$ cat config.mk
export PLATFORM = sky130hd
export DESIGN_NAME = essp_top
export DESIGN_NICKNAME = d
export VERILOG_FILES = /design/src/logic/essp_top.v
export VERILOG_INCLUDE_DIRS = /design/src /design/src/logic
export SDC_FILE = /design/constraint.sdc
export NUM_CORES = 1
export LEC_CHECK = 0
export BUFFER_PORTS_ARGS = -buffer_cell sky130_fd_sc_hd__buf_2
export CELL_PAD_IN_SITES_DETAIL_PLACEMENT = 1
export CELL_PAD_IN_SITES_GLOBAL_PLACEMENT = 2
export CORE_MARGIN = 1.5
export CORE_UTILIZATION = 34
export DETAILED_ROUTE_END_ITERATION = 6
export GPL_TIMING_DRIVEN = 0
export HOLD_SLACK_MARGIN = 0.02
export PLACE_DENSITY = 0.79
export SYNTH_ARGS = -nofsm -noshare
export SYNTH_HDL_FRONTEND = slang
export SYNTH_SLANG_ARGS = --single-unit
$ cat constraint.sdc
create_clock -name pclk -period 5.5 [get_ports pclk]
set_input_delay 1.375 -clock pclk [delete_from_list [all_inputs] [get_ports pclk]]
set_output_delay 1.375 -clock pclk [all_outputs]
set_load 0.01 [all_outputs]
$ cat src/logic/essp_regs.vh
// Register offsets, fields, reset values and timing constants of the engine sequencer
// Assumes a 32-bit APB slave at 250 MHz; included by bare name
//
// Behaviour
// RULE1 - Cycle crank alternates adjustable crank and rest
// RULE2 - Oil pressure up raises governor to rated
// RULE3 - Normal stop waits cooldown, then cuts fuel
// RULE4 - Auto: remote contact starts, opening stops normally
// RULE5 - Faults and alarms reported to alarm module
// RULE6 - Power down after relays off 70 s
// RULE7 - Jumper fitted keeps controller powered always
// RULE8 - Setting selects fuel output run/stop polarity
// RULE9 - Six fault indicators, reverse power spare input
// RULE10 - Emergency stop cuts fuel, flashes indicator
// RULE11 - Transducer loss cuts fuel unless ignored
// RULE12 - Speed pickup loss cuts fuel, shows code
// RULE13 - Overcrank aborts start, flashes indicator
// RULE14 - After overcrank, start needs off/reset first
// RULE15 - Display cycles five parameters, selectable units
// RULE16 - Hold press toggles display freeze
// RULE17 - Lamp test lights all, ends after 10 s
// RULE18 - Overspeed cuts fuel, flashes indicator
// RULE19 - Verify switch lowers overspeed threshold to 75%
// RULE20 - Low oil pressure cuts fuel, flashes indicator
// RULE21 - Two oil setpoints split at oil step speed
// RULE22 - High coolant temperature cuts fuel, flashes
// RULE23 - Off/reset clears faults, stops engine immediately
// RULE24 - Starter released at crank termination speed
// RULE25 - Shutdown faults latch until off/reset
`ifndef ESSP_REGS_VH
`define ESSP_REGS_VH

// ********************************
// Register byte offsets
// ********************************
`define ESSP_CTRL_OFF 12'h000
`define ESSP_CRANK_OFF 12'h004
`define ESSP_REST_OFF 12'h008
`define ESSP_CYCLES_OFF 12'h00C
`define ESSP_COOL_OFF 12'h010
`define ESSP_CTS_OFF 12'h014
`define ESSP_OVSPD_OFF 12'h018
`define ESSP_OSTEP_OFF 12'h01C
`define ESSP_OILLO_OFF 12'h020
`define ESSP_OILHI_OFF 12'h024
`define ESSP_TEMP_OFF 12'h028
`define ESSP_STATUS_OFF 12'h02C
`define ESSP_FAULT_OFF 12'h030
`define ESSP_DISP_OFF 12'h034

// ********************************
// Control fields
// ********************************
`define ESSP_CTRL_ETS_BIT 0
`define ESSP_CTRL_IGN_XDCR_BIT 1
`define ESSP_CTRL_METRIC_BIT 2
`define ESSP_CTRL_RP_SPARE_BIT 3

// ********************************
// Reset values
// ********************************
`define ESSP_CTRL_RST 4'h0
`define ESSP_CRANK_RST 16'h000A
`define ESSP_REST_RST 16'h000A
`define ESSP_CYCLES_RST 4'h3
`define ESSP_COOL_RST 16'h012C
`define ESSP_CTS_RST 16'h0190
`define ESSP_OVSPD_RST 16'h07E9
`define ESSP_OSTEP_RST 16'h0514
`define ESSP_OILLO_RST 16'h0064
`define ESSP_OILHI_RST 16'h00C8
`define ESSP_TEMP_RST 16'h0069

// ********************************
// Timing
// ********************************
`define ESSP_CLK_MHZ 250
`define ESSP_POWER_DOWN_S 70
`define ESSP_LAMP_TEST_S 10
`define ESSP_DISP_STEP_S 2
`define ESSP_FLASH_HALF_MS 250
`define ESSP_SPEED_LOSS_S 2

`endif

$ cat src/logic/essp_top.v
// Engine start/stop and protection sequencer with APB register file
// Assumes synchronous inputs, speed as rpm word, one-second time base from divider
`timescale 1ns/10ps
`include "essp_regs.vh"

module essp_top #(
	parameter SEC_CYCLES = `ESSP_CLK_MHZ * 1000000,
	parameter FLASH_CYCLES = `ESSP_CLK_MHZ * 1000 * `ESSP_FLASH_HALF_MS
) (
	input wire pclk,
	input wire presetn,
	input wire psel,
	input wire penable,
	input wire pwrite,
	input wire [11:0] paddr,
	input wire [31:0] pwdata,
	output reg [31:0] prdata,
	output reg pready,
	output reg pslverr,
	input wire [1:0] mode_selector_switch,
	input wire remote_initiate,
	input wire estop_in,
	input wire spare_fault_in,
	input wire [15:0] engine_rpm,
	input wire speed_valid,
	input wire [15:0] oil_pressure,
	input wire [15:0] coolant_temp,
	input wire xdcr_valid,
	input wire [15:0] battery_mv,
	input wire overspeed_verify,
	input wire display_hold,
	input wire lamp_test,
	input wire power_jumper,
	output reg fuel_out,
	output reg starter_out,
	output reg governor_rated,
	output reg [5:0] fault_led,
	output reg [5:0] alarm_report,
	output reg [3:0] diag_code,
	output reg [2:0] disp_sel,
	output reg [15:0] disp_value,
	output reg disp_metric,
	output reg lamp_all_on,
	output reg power_release
);

// ********************************
// Constants
// ********************************
localparam MODE_OFF = 2'd0;
localparam MODE_AUTO = 2'd1;
localparam MODE_RUN = 2'd2;
localparam MODE_STOP = 2'd3;
localparam ST_IDLE = 3'd0;
localparam ST_CRANK = 3'd1;
localparam ST_REST = 3'd2;
localparam ST_RUN = 3'd3;
localparam ST_COOL = 3'd4;
localparam ST_STOPPED = 3'd5;
localparam F_OC = 0;
localparam F_OS = 1;
localparam F_LOP = 2;
localparam F_HCT = 3;
localparam F_ES = 4;
localparam F_RP = 5;

// ********************************
// Registers
// ********************************
reg [3:0] ctrl_reg;
reg [15:0] crank_reg;
reg [15:0] rest_reg;
reg [15:0] cool_reg;
reg [15:0] cts_reg;
reg [15:0] ovspd_reg;
reg [15:0] ostep_reg;
reg [15:0] oillo_reg;
reg [15:0] oilhi_reg;
reg [15:0] temp_reg;
reg [3:0] cycles_reg;
reg [2:0] state_reg;
reg [15:0] tmr_reg;
reg [3:0] cyc_cnt_reg;
reg [5:0] fault_reg;
reg xdcr_fault_reg;
reg spd_fault_reg;
reg [31:0] div_reg;
reg sec_tick;
reg [31:0] fdiv_reg;
reg flash_reg;
reg [6:0] pd_cnt_reg;
reg [3:0] lt_cnt_reg;
reg lt_active_reg;
reg lamp_prev_reg;
reg hold_prev_reg;
reg hold_reg;
reg [1:0] dstep_reg;
reg [1:0] sloss_reg;

// ********************************
// Decoded conditions
// ********************************

wire apb_wr = psel & penable & pwrite & pready;
wire mode_clear = (mode_selector_switch == MODE_OFF);
wire shutdown_fault = (|fault_reg) | xdcr_fault_reg | spd_fault_reg;
wire run_req = (mode_selector_switch == MODE_RUN) | ((mode_selector_switch == MODE_AUTO) & remote_initiate); // RULE4
// Three times the overspeed setpoint; bits 17:2 give three quarters
wire [17:0] os_scaled = {2'b00, ovspd_reg} * 18'd3;
wire [15:0] os_limit = overspeed_verify ? os_scaled[17:2] : ovspd_reg; // RULE19
wire [15:0] oil_limit = (engine_rpm < ostep_reg) ? oillo_reg : oilhi_reg; // RULE21
wire engine_on = (state_reg == ST_RUN) | (state_reg == ST_COOL);
wire fuel_on = (state_reg == ST_CRANK) | engine_on;
wire spare_evt = ctrl_reg[`ESSP_CTRL_RP_SPARE_BIT] & spare_fault_in; // RULE9

// ********************************
// Time base and flash
// ********************************
always @(posedge pclk or negedge presetn) begin
	if (!presetn) begin
		div_reg <= 32'h00000000;
		sec_tick <= 1'b0;
		fdiv_reg <= 32'h00000000;
		flash_reg <= 1'b0;
	end else begin
		sec_tick <= (div_reg == SEC_CYCLES - 1);
		div_reg <= (div_reg == SEC_CYCLES - 1) ? 32'h00000000 : div_reg + 32'h00000001;
		// Flash phase shared by all fault indicators
		if (fdiv_reg == FLASH_CYCLES - 1) begin
			fdiv_reg <= 32'h00000000;
			flash_reg <= ~flash_reg;
		end else begin
			fdiv_reg <= fdiv_reg + 32'h00000001;
		end
	end
end

// ********************************
// APB slave
// ********************************
always @(posedge pclk or negedge presetn) begin
	if (!presetn) begin
		pready <= 1'b0;
		pslverr <= 1'b0;
		prdata <= 32'h00000000;
		ctrl_reg <= `ESSP_CTRL_RST;
		crank_reg <= `ESSP_CRANK_RST;
		rest_reg <= `ESSP_REST_RST;
		cycles_reg <= `ESSP_CYCLES_RST;
		cool_reg <= `ESSP_COOL_RST;
		cts_reg <= `ESSP_CTS_RST;
		ovspd_reg <= `ESSP_OVSPD_RST;
		ostep_reg <= `ESSP_OSTEP_RST;
		oillo_reg <= `ESSP_OILLO_RST;
		oilhi_reg <= `ESSP_OILHI_RST;
		temp_reg <= `ESSP_TEMP_RST;
	end else begin
		pready <= psel & ~pready;
		pslverr <= 1'b0;
		// Read data taken in setup, shown with pready
		if (psel & ~pready) begin
			prdata <= 32'h00000000;
			if (paddr == `ESSP_CTRL_OFF) prdata <= {28'h0000000, ctrl_reg};
			else if (paddr == `ESSP_CRANK_OFF) prdata <= {16'h0000, crank_reg};
			else if (paddr == `ESSP_REST_OFF) prdata <= {16'h0000, rest_reg};
			else if (paddr == `ESSP_CYCLES_OFF) prdata <= {28'h0000000, cycles_reg};
			else if (paddr == `ESSP_COOL_OFF) prdata <= {16'h0000, cool_reg};
			else if (paddr == `ESSP_CTS_OFF) prdata <= {16'h0000, cts_reg};
			else if (paddr == `ESSP_OVSPD_OFF) prdata <= {16'h0000, ovspd_reg};
			else if (paddr == `ESSP_OSTEP_OFF) prdata <= {16'h0000, ostep_reg};
			else if (paddr == `ESSP_OILLO_OFF) prdata <= {16'h0000, oillo_reg};
			else if (paddr == `ESSP_OILHI_OFF) prdata <= {16'h0000, oilhi_reg};
			else if (paddr == `ESSP_TEMP_OFF) prdata <= {16'h0000, temp_reg};
			else if (paddr == `ESSP_STATUS_OFF) prdata <= {16'h0000, 3'b000, state_reg, 6'h00, tmr_reg[3:0]};
			else if (paddr == `ESSP_FAULT_OFF) prdata <= {16'h0000, 4'h0, diag_code, 2'b00, fault_reg};
			else if (paddr == `ESSP_DISP_OFF) prdata <= {13'h0000, disp_sel, disp_value};
			else pslverr <= 1'b1;
		end
		if (apb_wr) begin
			if (paddr == `ESSP_CTRL_OFF) ctrl_reg <= pwdata[3:0]; // RULE8
			else if (paddr == `ESSP_CRANK_OFF) crank_reg <= pwdata[15:0]; // RULE1
			else if (paddr == `ESSP_REST_OFF) rest_reg <= pwdata[15:0];
			else if (paddr == `ESSP_CYCLES_OFF) cycles_reg <= pwdata[3:0];
			else if (paddr == `ESSP_COOL_OFF) cool_reg <= pwdata[15:0];
			else if (paddr == `ESSP_CTS_OFF) cts_reg <= pwdata[15:0];
			else if (paddr == `ESSP_OVSPD_OFF) ovspd_reg <= pwdata[15:0];
			else if (paddr == `ESSP_OSTEP_OFF) ostep_reg <= pwdata[15:0];
			else if (paddr == `ESSP_OILLO_OFF) oillo_reg <= pwdata[15:0];
			else if (paddr == `ESSP_OILHI_OFF) oilhi_reg <= pwdata[15:0];
			else if (paddr == `ESSP_TEMP_OFF) temp_reg <= pwdata[15:0];
		end
	end
end

// ********************************
// Fault latches
// ********************************
always @(posedge pclk or negedge presetn) begin
	if (!presetn) begin
		fault_reg <= 6'h00;
		xdcr_fault_reg <= 1'b0;
		spd_fault_reg <= 1'b0;
		sloss_reg <= 2'b00;
	// Off/reset clear wins over any set
	end else if (mode_clear) begin
		fault_reg <= 6'h00; // RULE23 RULE25
		xdcr_fault_reg <= 1'b0;
		spd_fault_reg <= 1'b0;
		sloss_reg <= 2'b00;
	end else begin
		if (estop_in) fault_reg[F_ES] <= 1'b1; // RULE10
		if (spare_evt) fault_reg[F_RP] <= 1'b1;
		if (state_reg == ST_REST && cyc_cnt_reg >= cycles_reg) fault_reg[F_OC] <= 1'b1; // RULE13
		if (engine_on && engine_rpm > os_limit) fault_reg[F_OS] <= 1'b1; // RULE18
		if (state_reg == ST_RUN && governor_rated && xdcr_valid && oil_pressure < oil_limit)
			fault_reg[F_LOP] <= 1'b1; // RULE20
		if (engine_on && xdcr_valid && coolant_temp > temp_reg) fault_reg[F_HCT] <= 1'b1; // RULE22
		if (fuel_on && !xdcr_valid && !ctrl_reg[`ESSP_CTRL_IGN_XDCR_BIT]) xdcr_fault_reg <= 1'b1; // RULE11
		if (engine_on && !speed_valid && sec_tick) begin
			if (sloss_reg == `ESSP_SPEED_LOSS_S - 1) spd_fault_reg <= 1'b1; // RULE12
			else sloss_reg <= sloss_reg + 2'b01;
		end else if (speed_valid) begin
			sloss_reg <= 2'b00;
		end
	end
end

// ********************************
// Start/stop sequencer
// ********************************
always @(posedge pclk or negedge presetn) begin
	if (!presetn) begin
		state_reg <= ST_IDLE;
		tmr_reg <= 16'h0000;
		cyc_cnt_reg <= 4'h0;
	end else if (mode_clear || shutdown_fault) begin
		// Any latched fault holds idle, so starts are refused
		state_reg <= ST_IDLE; // RULE14 RULE23 RULE25
		tmr_reg <= 16'h0000;
		cyc_cnt_reg <= 4'h0;
	end else begin
		case (state_reg)
			ST_IDLE: begin
				if (run_req) begin
					state_reg <= ST_CRANK;
					tmr_reg <= 16'h0000;
					cyc_cnt_reg <= 4'h1;
				end
			end
			ST_CRANK: begin
				if (engine_rpm >= cts_reg) begin
					state_reg <= ST_RUN; // RULE24
				end else if (!run_req) begin
					state_reg <= ST_IDLE;
				end else if (sec_tick) begin
					if (tmr_reg >= crank_reg - 16'h0001) begin
						state_reg <= ST_REST; // RULE1
						tmr_reg <= 16'h0000;
					end else begin
						tmr_reg <= tmr_reg + 16'h0001;
					end
				end
			end
			ST_REST: begin
				if (!run_req) begin
					state_reg <= ST_IDLE;
				end else if (sec_tick) begin
					if (tmr_reg >= rest_reg - 16'h0001) begin
						state_reg <= ST_CRANK;
						tmr_reg <= 16'h0000;
						cyc_cnt_reg <= cyc_cnt_reg + 4'h1;
					end else begin
						tmr_reg <= tmr_reg + 16'h0001;
					end
				end
			end
			ST_RUN: begin
				if (!run_req) begin
					state_reg <= ST_COOL; // RULE3 RULE4
					tmr_reg <= 16'h0000;
				end
			end
			ST_COOL: begin
				if (run_req) begin
					state_reg <= ST_RUN;
				end else if (tmr_reg >= cool_reg) begin
					state_reg <= ST_STOPPED; // RULE3
				end else if (sec_tick) begin
					tmr_reg <= tmr_reg + 16'h0001;
				end
			end
			ST_STOPPED: begin
				if (!run_req) state_reg <= ST_IDLE;
			end
			default: state_reg <= ST_IDLE;
		endcase
	end
end

// ********************************
// Power down, lamp test, display
// ********************************
always @(posedge pclk or negedge presetn) begin
	if (!presetn) begin
		pd_cnt_reg <= 7'h00;
		lt_cnt_reg <= 4'h0;
		lt_active_reg <= 1'b0;
		lamp_prev_reg <= 1'b0;
		hold_prev_reg <= 1'b0;
		hold_reg <= 1'b0;
		dstep_reg <= 2'b00;
		disp_sel <= 3'd0;
	end else begin
		if (fuel_out ^ ctrl_reg[`ESSP_CTRL_ETS_BIT] || starter_out) pd_cnt_reg <= 7'h00;
		else if (sec_tick && pd_cnt_reg != `ESSP_POWER_DOWN_S) pd_cnt_reg <= pd_cnt_reg + 7'h01; // RULE6
		lamp_prev_reg <= lamp_test;
		if (lamp_test && !lamp_prev_reg) begin
			lt_active_reg <= 1'b1;
			lt_cnt_reg <= 4'h0;
		end else if (!lamp_test) begin
			lt_active_reg <= 1'b0;
		end else if (sec_tick && lt_active_reg) begin
			if (lt_cnt_reg == `ESSP_LAMP_TEST_S - 1) lt_active_reg <= 1'b0; // RULE17
			else lt_cnt_reg <= lt_cnt_reg + 4'h1;
		end
		hold_prev_reg <= display_hold;
		if (display_hold && !hold_prev_reg) hold_reg <= ~hold_reg; // RULE16
		if (sec_tick && !hold_reg) begin
			if (dstep_reg == `ESSP_DISP_STEP_S - 1) begin
				dstep_reg <= 2'b00;
				disp_sel <= (disp_sel == 3'd4) ? 3'd0 : disp_sel + 3'd1; // RULE15
			end else begin
				dstep_reg <= dstep_reg + 2'b01;
			end
		end
	end
end

// ********************************
// Registered outputs
// ********************************
always @(posedge pclk or negedge presetn) begin
	if (!presetn) begin
		fuel_out <= 1'b0;
		starter_out <= 1'b0;
		governor_rated <= 1'b0;
		fault_led <= 6'h00;
		alarm_report <= 6'h00;
		diag_code <= 4'h0;
		disp_value <= 16'h0000;
		disp_metric <= 1'b0;
		lamp_all_on <= 1'b0;
		power_release <= 1'b0;
	end else begin
		fuel_out <= fuel_on ^ ctrl_reg[`ESSP_CTRL_ETS_BIT]; // RULE8
		starter_out <= (state_reg == ST_CRANK) && (engine_rpm < cts_reg); // RULE24
		governor_rated <= engine_on && xdcr_valid && (oil_pressure > oillo_reg); // RULE2
		fault_led <= lt_active_reg ? 6'h3F : (fault_reg & {6{flash_reg}}); // RULE9 RULE17
		alarm_report <= fault_reg; // RULE5
		diag_code <= spd_fault_reg ? 4'h2 : (xdcr_fault_reg ? 4'h1 : 4'h0); // RULE11 RULE12
		disp_metric <= ctrl_reg[`ESSP_CTRL_METRIC_BIT];
		lamp_all_on <= lt_active_reg;
		power_release <= mode_clear && !power_jumper && (pd_cnt_reg == `ESSP_POWER_DOWN_S); // RULE6 RULE7
		if (lt_active_reg) disp_value <= 16'hFFFF;
		else if (disp_sel == 3'd0) disp_value <= 16'h0000;
		else if (disp_sel == 3'd1) disp_value <= engine_rpm;
		else if (disp_sel == 3'd2) disp_value <= battery_mv;
		else if (disp_sel == 3'd3) disp_value <= oil_pressure;
		else disp_value <= coolant_temp;
	end
end

endmodule // essp_top

==> results of run 1 <==
-- final timing paths --
check	end	cells past startpoint	slack (ns)
min in group asynchronous	fdiv_reg[15]	1	0.85
setup / recovery	fault_reg[2]	17	0.38
hold / removal	disp_metric	0	0.45
max in group asynchronous	crank_reg[15]	2	3.50
hold reg to reg	disp_metric	0	0.45
setup reg to reg	tmr_reg[9]	16	0.81
-- stage by stage --
step	setup TNS [ns]	power, mW	util [%]	hold slack [ns]	std cells
2_1_floorplan	0	2.71	-	0.371	2136
3_3_place_gp	-1036.40	2.95	37.6	0.439	3052
3_5_place_dp	-0.159	2.97	37.8	0.446	3055
4_1_cts	0	5.71	40.1	0.455	3131
5_1_grt	0	5.84	40.1	0.460	3131
6_report	0	5.65	40.1	0.448	3131
-- power breakdown --
group | leakage, nW | internal (mW) | total (mW) | switching (mW)
clock network | 0.661 | 1.57 | 2.72 | 1.15
logic | 6.48 | 0.141 | 0.436 | 0.294
registers | 4.02 | 2.45 | 2.49 | 0.0398
-- critical path: cells and delay by family --
family / cells / cell delay [ns]
multiplexers: 1 / 0.26
AO/OA/AOI/OAI: 9 / 2.18
buffers and inverters: 2 / 0.64
adder cells (fa/ha/maj): 2 / 0.52
AND/OR/NAND/NOR: 3 / 0.63
-- synthesized netlist by cell type (all sizes together) (18+ instances only) --
| cell type | instances |
|---|---|
| a211oi | 29 |
| xor2 | 47 |
| dfstp | 35 |
| nor4 | 23 |
| nand4 | 36 |
| a222oi | 18 |
| inv | 124 |
| nand2 | 193 |
| clkbuf | 58 |
| nor2 | 163 |
| buf | 38 |
| nor3 | 50 |
| dfrtp | 293 |
| o21ai | 161 |
| mux2i | 49 |
| and3 | 18 |
| a21oi | 115 |
| nand3 | 67 |
| xnor2 | 68 |
| a21o | 33 |
| ha | 178 |
| mux2 | 71 |
| o21bai | 21 |
-- cells by family (layout without fill, tap and decap cells) --
kind of cell	count (synthesis)	after routing	synth area share, %
other cells	1	15	0.0186
simple gates	645	645	15.5
fa+ha+maj	179	179	11.2
buf+inv	221	451	4.58
compound gates	513	513	16.3
flops	328	328	41.0
xor+xnor	115	115	5.01
mux	120	120	6.41
-- final cells by class --
type | count | area (µm²)
Buffer | 96 | 453
Clock buffer | 58 | 1150
Clock inverter | 18 | 196
Fill cell | 6758 | 34800
Inverter | 125 | 469
Multi-Input combinational cell | 1587 | 11000
Sequential cell | 328 | 8250
Tap cell | 765 | 957
Timing Repair Buffer | 154 | 826
-- per-layer routing --
| metal | vias to the layer above | global-route usage, % | part of all wire, % |
|---|---|---|---|
| met5 | - | 0 | 0.11 |
| met4 | 12 | 8.32 | 3.1 |
| met3 | 116 | 5.46 | 6.9 |
| met2 | 493 | 39.2 | 44 |
| met1 | 9001 | 35.1 | 46 |
| li1 | 8059 | - | - |
-- placed cells by master, fill, tap and decap left out, types with 11 or more instances in the layout --
cell type / count
o221ai_1: 14
inv_1: 122
nand4_1: 36
xor2_1: 47
mux2i_1: 49
a31oi_1: 15
nor2b_1: 17
nor2_1: 159
nor4_1: 21
nor3_1: 47
o21bai_1: 21
ha_1: 178
o21ai_0: 109
a21o_1: 33
nand3_1: 67
a211oi_1: 28
dfstp_2: 35
dfrtp_1: 293
and3_1: 18
nand2b_1: 16
o21ai_1: 52
o22ai_1: 14
xnor2_1: 68
a221oi_1: 15
clkinv_2: 11
buf_2: 167
clkbuf_1: 65
a21oi_1: 115
mux2_1: 25
conb_1: 15
nand2_1: 192
o21a_1: 16
buf_4: 16
clkbuf_16: 41
mux2_2: 46
or4_1: 15
a222oi_1: 18
==> impl_summary.md, run 1 <==
Status
The flow ran to the end, and the final reports show no timing, DRC or antenna violations.

Clock network
The maximum clock path buffer count is 3. The H-tree level count is 2. The number of setup buffers added after CTS is 0. The tree built by TritonCTS fans out to ~330 sinks.

The number of gates resized after CTS was 0. The insertion delay to the later sink of the worst-skew pair is 0.59 ns. The root buffer cell chosen for the clock tree is clkbuf_16.

The clock-pin slew on the worst setup and hold paths is 0.06 ns. The post-cts hold buffer count is 0. The number of clock buffers added by TritonCTS is 41.

The CTS tree is done.

Timing
The relative slew slack is 33.8%. The setup-violating endpoint count in the final report is 0. After layout, the minimum clock period comes to just over 5 ns. After layout, the worst setup slack is between 0.3 and 0.4 ns. Static timing analysis puts the maximum clock frequency at 195 MHz.

The worst-case clock skew is around 0.018 ns. The share of the clock period used by the worst path after layout is between 90% and 100%. The hold violation count in the final report is 0. The transition time of the tightest slew-check pin is approximately 1 ns.

The final-report max-slew violation count came to 0. Setup repair after global routing left no endpoint under its margin.

Critical path
The critical path goes through buf_2 > ha_1 > nor4_1 > o211ai_1 > a211oi_1 > nor4_1 > nand2b_1 > a21oi_1 > buf_2 > mux2i_1 > ha_1 > a21o_1 > a21o_1 > a21oi_1 > o211a_1 > o22ai_1 > a21oi_1. The worst setup path is captured at a flip-flop. Among all stages on the critical path, the largest delay is contributed by a21oi_1. The largest stage delay on the critical path is 0.77 ns.

The startpoint of the most critical register-to-register path is crank_reg[5]. At the worst endpoint, the required time is around 6 ns. Tracing the worst setup path back leads to its startpoint at engine_rpm[5].

The critical-path maximum fanout is 10. The arrival time of the worst setup path is 5.63 ns. The critical path in this run is classified as input pin to flip-flop. The worst setup path is launched from an input pin. In this design, the critical path's most frequently occurring cell is a21oi_1.

Yosys
The share of synthesized area occupied by flip-flops and latches is between 40% and 50%. Summing every instance area after synthesis gives 0.0201 mm². The number of enable flip-flop cells after synthesis is 0. The predominant post-synthesis flop cell is dfrtp_1. Synthesis handed over a netlist of ~2.1k instances. The area share of the largest cell type after synthesis is 36.4%. The biggest area consumer among synthesized cells is dfrtp_1. Sorting the synthesized cells by area gives the leading types as dfrtp_1, ha_1, dfstp_2. After synthesis, the mean cell area works out to 9.48 µm².

Synthesis instantiated 82 different standard cells from the library. The number of synthesized register bits is 328. For this run, the number of Yosys warnings is 0.

The share of flip-flops with an asynchronous set or reset is 100%.

Final layout
The number of nets in the finished design is 2636. The final standard cell area without fillers is about 0.023 mm². In the final layout, the share of cells above drive strength 1 is 15.2%. The area growth from synthesis to layout is 15.9%. The number of antenna diodes in the final layout is 0.

GRT
For this run, the total global-route usage over all layers was measured as 25.4%. For this run the aggregate overflow at the end of global routing stands at 0. The number of antenna violations at the first check in global routing was 7. The number of global-route vias before repair came to 18.5k.

The largest net degree at the start of global routing is 114. The first global-routing pass estimated roughly 120000 µm of wire.

Drt
The via density per instance is 5.65. Detailed routing inserted a total of 17.7k vias. Summed over all layers, the routed wires come to 76200 µm. After detailed routing, the average wire length per cell comes to 24.3 µm.

The final antenna-violating net count is 0. The first detailed-routing pass took 7 iterations. After the first detailed-routing iteration, the DRC count stood at roughly 1.2k. The number of remaining DRC errors is 0.

Run
Max-cap violations in this run came to 0.

Placed design
The sum of net half-perimeters after detailed placement is 59900 µm. The count of port buffers added during placement is around 150. OpenSTA, run right after detailed placement, puts the worst setup slack at -0.159 ns. Summing all placed instances gives a cell area of 0.0220 mm². The global placement routability congestion is 0.944.

Hold path
The startpoint of the lowest-slack hold path is ctrl_reg[2]. The worst hold path belongs to the class flip-flop to flip-flop.

Floorplanning
In this run the count of I/O pins placed on the die edge is 199. From left edge to right edge, the die measures between 200 and 250 µm. The height of the chip is about 250 µm. The initial core utilization is about a third.

The core region is 0.0581 mm². The cell row count is 88. The die covers 0.0606 mm².

Power and ir drop
The worst vdd rail ir drop is 180 µV. The cell leakage power is 11.2 nW. Dividing total power by cell area gives a power density of between 200 and 250 mW/mm².
(Power assumes the default switching activity.)
==> inputs of run 2 (changes only) <==
Settings changed: BUFFER_PORTS_ARGS -buffer_cell sky130_fd_sc_hd__buf_2 to -buffer_cell sky130_fd_sc_hd__clkbuf_2, RECOVER_POWER set to 100.
==> run 2 against run 1 <==
- the run now ends with capacitance limit, slew limit left
- non-clock buffer count up 1
- worst hold slack worse by 0.0041 ns
- clock power increased by 5%
- register-to-register slack got worse by 0.23 ns
- critical path depth is the same
- power up 2.1%
- largest cell class unchanged
- largest power group unchanged
- highest routed layer unchanged
==> impl_summary.md, run 2 (synthesis gave the netlist of run 1 again) <==
Status
Status: finished, violations left (was complete, no violations). The checks that failed: capacitance limit, slew limit.

Clock network
The post-cts hold buffer count is 0 (unchanged). The post-cts gate resize count is 0 (unchanged). The CTS root buffer was clkbuf_16 (unchanged). The CTS tree is done (unchanged). The buffer count from post-CTS setup fixing is 0 (unchanged).

The number of clock sinks was 328 (unchanged). The H-tree level count is 2 (unchanged). The total CTS buffers came to 40 (was 41). The maximum clock path buffer count is 3 (unchanged). The clock-pin slew on the worst setup and hold paths is 0.06 ns (about the same). The insertion delay to the later sink of the worst-skew pair is 0.59 ns (about the same).

Timing
The post-route minimum period is 5.22 ns (was 5.12 ns). The final-report max-slew violation count is 238 (was 0). The maximum clock rate came to 192 MHz (was 195 MHz). The aggregate negative setup slack came to 0 ns (unchanged). The share of the clock period used by the worst path after layout is 94.9% (was 93.1%). The hold violation count in the final report is 0 (unchanged).

The setup-violating endpoint count in the final report is 0 (unchanged). The worst-case clock skew is 0.0215 ns (was 0.0179 ns). Unrepaired setup endpoints after global routing: no (unchanged). The relative slew slack was -83.6% (was 33.8%). The transition time of the tightest slew-check pin is 2.75 ns (was 0.989 ns).

GRT
The number of antenna violations at the first check in global routing is 7 (unchanged). The remaining global-route overflow came to 0 (unchanged). The first-pass GRT wire length came to 116000 µm (about the same). The total routing usage reported by global routing is 25.4% (about the same). The largest net degree at the start of global routing was 105 (was 114).

The number of global-route vias before repair is 18.4k (was 18.5k).

Critical path
The category of the worst setup path launch point is an input pin (unchanged). The worst-case register-to-register setup slack is 0.58 ns (was 0.81 ns). The arrival time of the worst setup path is 5.73 ns (was 5.63 ns). The sort of element at the end of the critical path was a flip-flop (unchanged). The class of the most critical setup path is input pin to flip-flop (unchanged). The capture instance of the worst register-to-register path was tmr_reg[15] (was tmr_reg[9]). The cell count of the worst reg-to-reg path came to 16 (unchanged). The worst path required time was 6.00 ns (was 6.01 ns).

The critical-path maximum fanout is 10 (unchanged). The startpoint of the most critical register-to-register path is crank_reg[5] (unchanged).

Drt
The final wirelength is 76800 µm (was 76200 µm). The final antenna-violating net count was 0 (unchanged). The count of TritonRoute iterations in the first routing pass is 5 (was 7). The count of routing violations after the opening detailed-route iteration is 1222 (was 1160). The via density per instance is 5.71 (was 5.65). The average wire length per cell after detail routing is 24.6 µm (was 24.3 µm). The total via count after detailed routing is 17.9k (was 17.7k). The number of remaining DRC errors is 0 (unchanged).

Final layout
The ratio of cells with drive above 1 in the final layout is 11.6% (was 15.2%). The number of nets in the finished design came to 2636 (unchanged). Most frequent cells in the layout: dfrtp_1, nand2_1, ha_1 (unchanged). The final cell utilization of the core came to 39.9% (was 40.1%).

The number of antenna cells inserted came to 0 (unchanged). The synthesis-to-finish area growth is 15.3% (was 15.9%). The most common cell after layout, fill and taps aside is dfrtp_1 (unchanged).

Power and ir drop
The cell leakage power is 10.9 nW (was 11.2 nW). The part of the power in combinational logic is 7.3% (was 7.7%). The sequential power share was 43.2% (was 44.1%).

The clock share of power is 49.5% (was 48.2%). The switching part of the total power was 25.9% (was 26.3%). The internal power component is 4.28 mW (was 4.16 mW).

The power density of the placed cells was 249 mW/mm² (was 242 mW/mm²). The worst vdd rail ir drop came to 209 µV (was 180 µV). The switching component of the power was 1.49 mW (about the same).

Run
The number of max-cap violations came to 4 (was 0).

Hold path
The startpoint of the lowest-slack hold path is spd_fault_reg (was ctrl_reg[2]). The class of the tightest hold or removal check is flip-flop to flip-flop (unchanged). The number of cells traversed by the worst hold path is 0 (unchanged). The worst-case hold path end point is diag_code[1] (was disp_metric).

Floorplanning
The core outline area is 0.0581 mm² (unchanged). The number of primary I/O pins is 199 (unchanged). The full die area was 0.0606 mm² (unchanged). The cell row count is 88 (unchanged).

The horizontal die dimension is 246 µm (unchanged). The height of the chip is 246 µm (unchanged). The initial core utilization came to 34.6% (unchanged).

Placed design
The sum of net half-perimeters after detailed placement is 60400 µm (was 59900 µm). The global placement routability congestion is 0.933 (was 0.944). The count of port buffers added during placement was 151 (unchanged).
run 2: cell count changes in the layout (fill, tap and decap cells not counted), sizes merged:
cell / previous run / this run
buf: 192 / 32
clkbuf: 116 / 276
clkinv: 14 / 9
bufinv: 2 / 5
clkinvlp: 2 / 1
inv: 125 / 126
run 2: area by class of cell:
type | count | area, µm²
multi-input combinational | 1587 | 11000
inverter | 125 | 469
fill | 6758 | 34900
sequential | 328 | 8250
tap | 765 | 957
clock buffer | 57 | 1130
timing repair buffer | 155 | 714
clock inverter | 16 | 267
buffer | 96 | 437
run 2: worst max-delay path, cell delays in order:
cell and delay, ns:
clkbuf_2 0.22, ha_1 0.38, a21oi_1 0.16, o21ai_0 0.15, a211oi_1 0.30, nor4_1 0.14, nand2b_1 0.17, a21oi_1 0.80
clkbuf_2 0.49, mux2i_1 0.26, ha_1 0.27, a21o_1 0.17, a21o_1 0.18, a21oi_1 0.21, o211a_1 0.19, o22ai_1 0.08
a21oi_1 0.17
run 2: power groups by stage:
stage | Sequential [mW] | Combinational [mW] | Clock (mW)
floorplan | 2.53 | 0.181 | 0
global placement | 2.54 | 0.416 | 0
detailed placement | 2.53 | 0.437 | 0
CTS | 2.49 | 0.439 | 2.90
global route | 2.49 | 0.465 | 2.99
finish | 2.49 | 0.422 | 2.85
run 2: worst max-delay path by stage:
stage,endpoint,slack [ns],start,cells past startpoint
2_1_floorplan,fault_reg[2],1.06,engine_rpm[12],16
3_3_place_gp,ovspd_reg[14],-4.29,presetn,1
3_5_place_dp,fault_reg[2],-0.21,engine_rpm[5],17
4_1_cts,fault_reg[2],0.34,engine_rpm[5],17
5_1_grt,fault_reg[2],0.15,engine_rpm[2],17
6_report,fault_reg[2],0.28,engine_rpm[2],17
run 2: through the flow:
stage	hold WS, ns	setup slack [ns]	area [µm²]	power [mW]	std cells
after floorplan	0.371	1.06	20200	2.71	2136
after global placement	0.437	-4.29	21900	2.95	3052
after detailed placement	0.429	-0.214	22000	2.97	3056
after CTS	0.450	0.336	23400	5.84	3129
after global routing	0.455	0.146	23200	5.95	3129
final	0.444	0.278	23200	5.77	3129
run 2: layer usage:
| layer | routed length, µm | track usage [%] | up-vias |
|---|---|---|---|
| li1 | - | - | 8058 |
| met3 | 4660 | 4.07 | 102 |
| met1 | 35900 | 36.2 | 9162 |
| met4 | 1530 | 6.01 | 12 |
| met5 | 89 | 0 | - |
| met2 | 34600 | 40.0 | 529 |
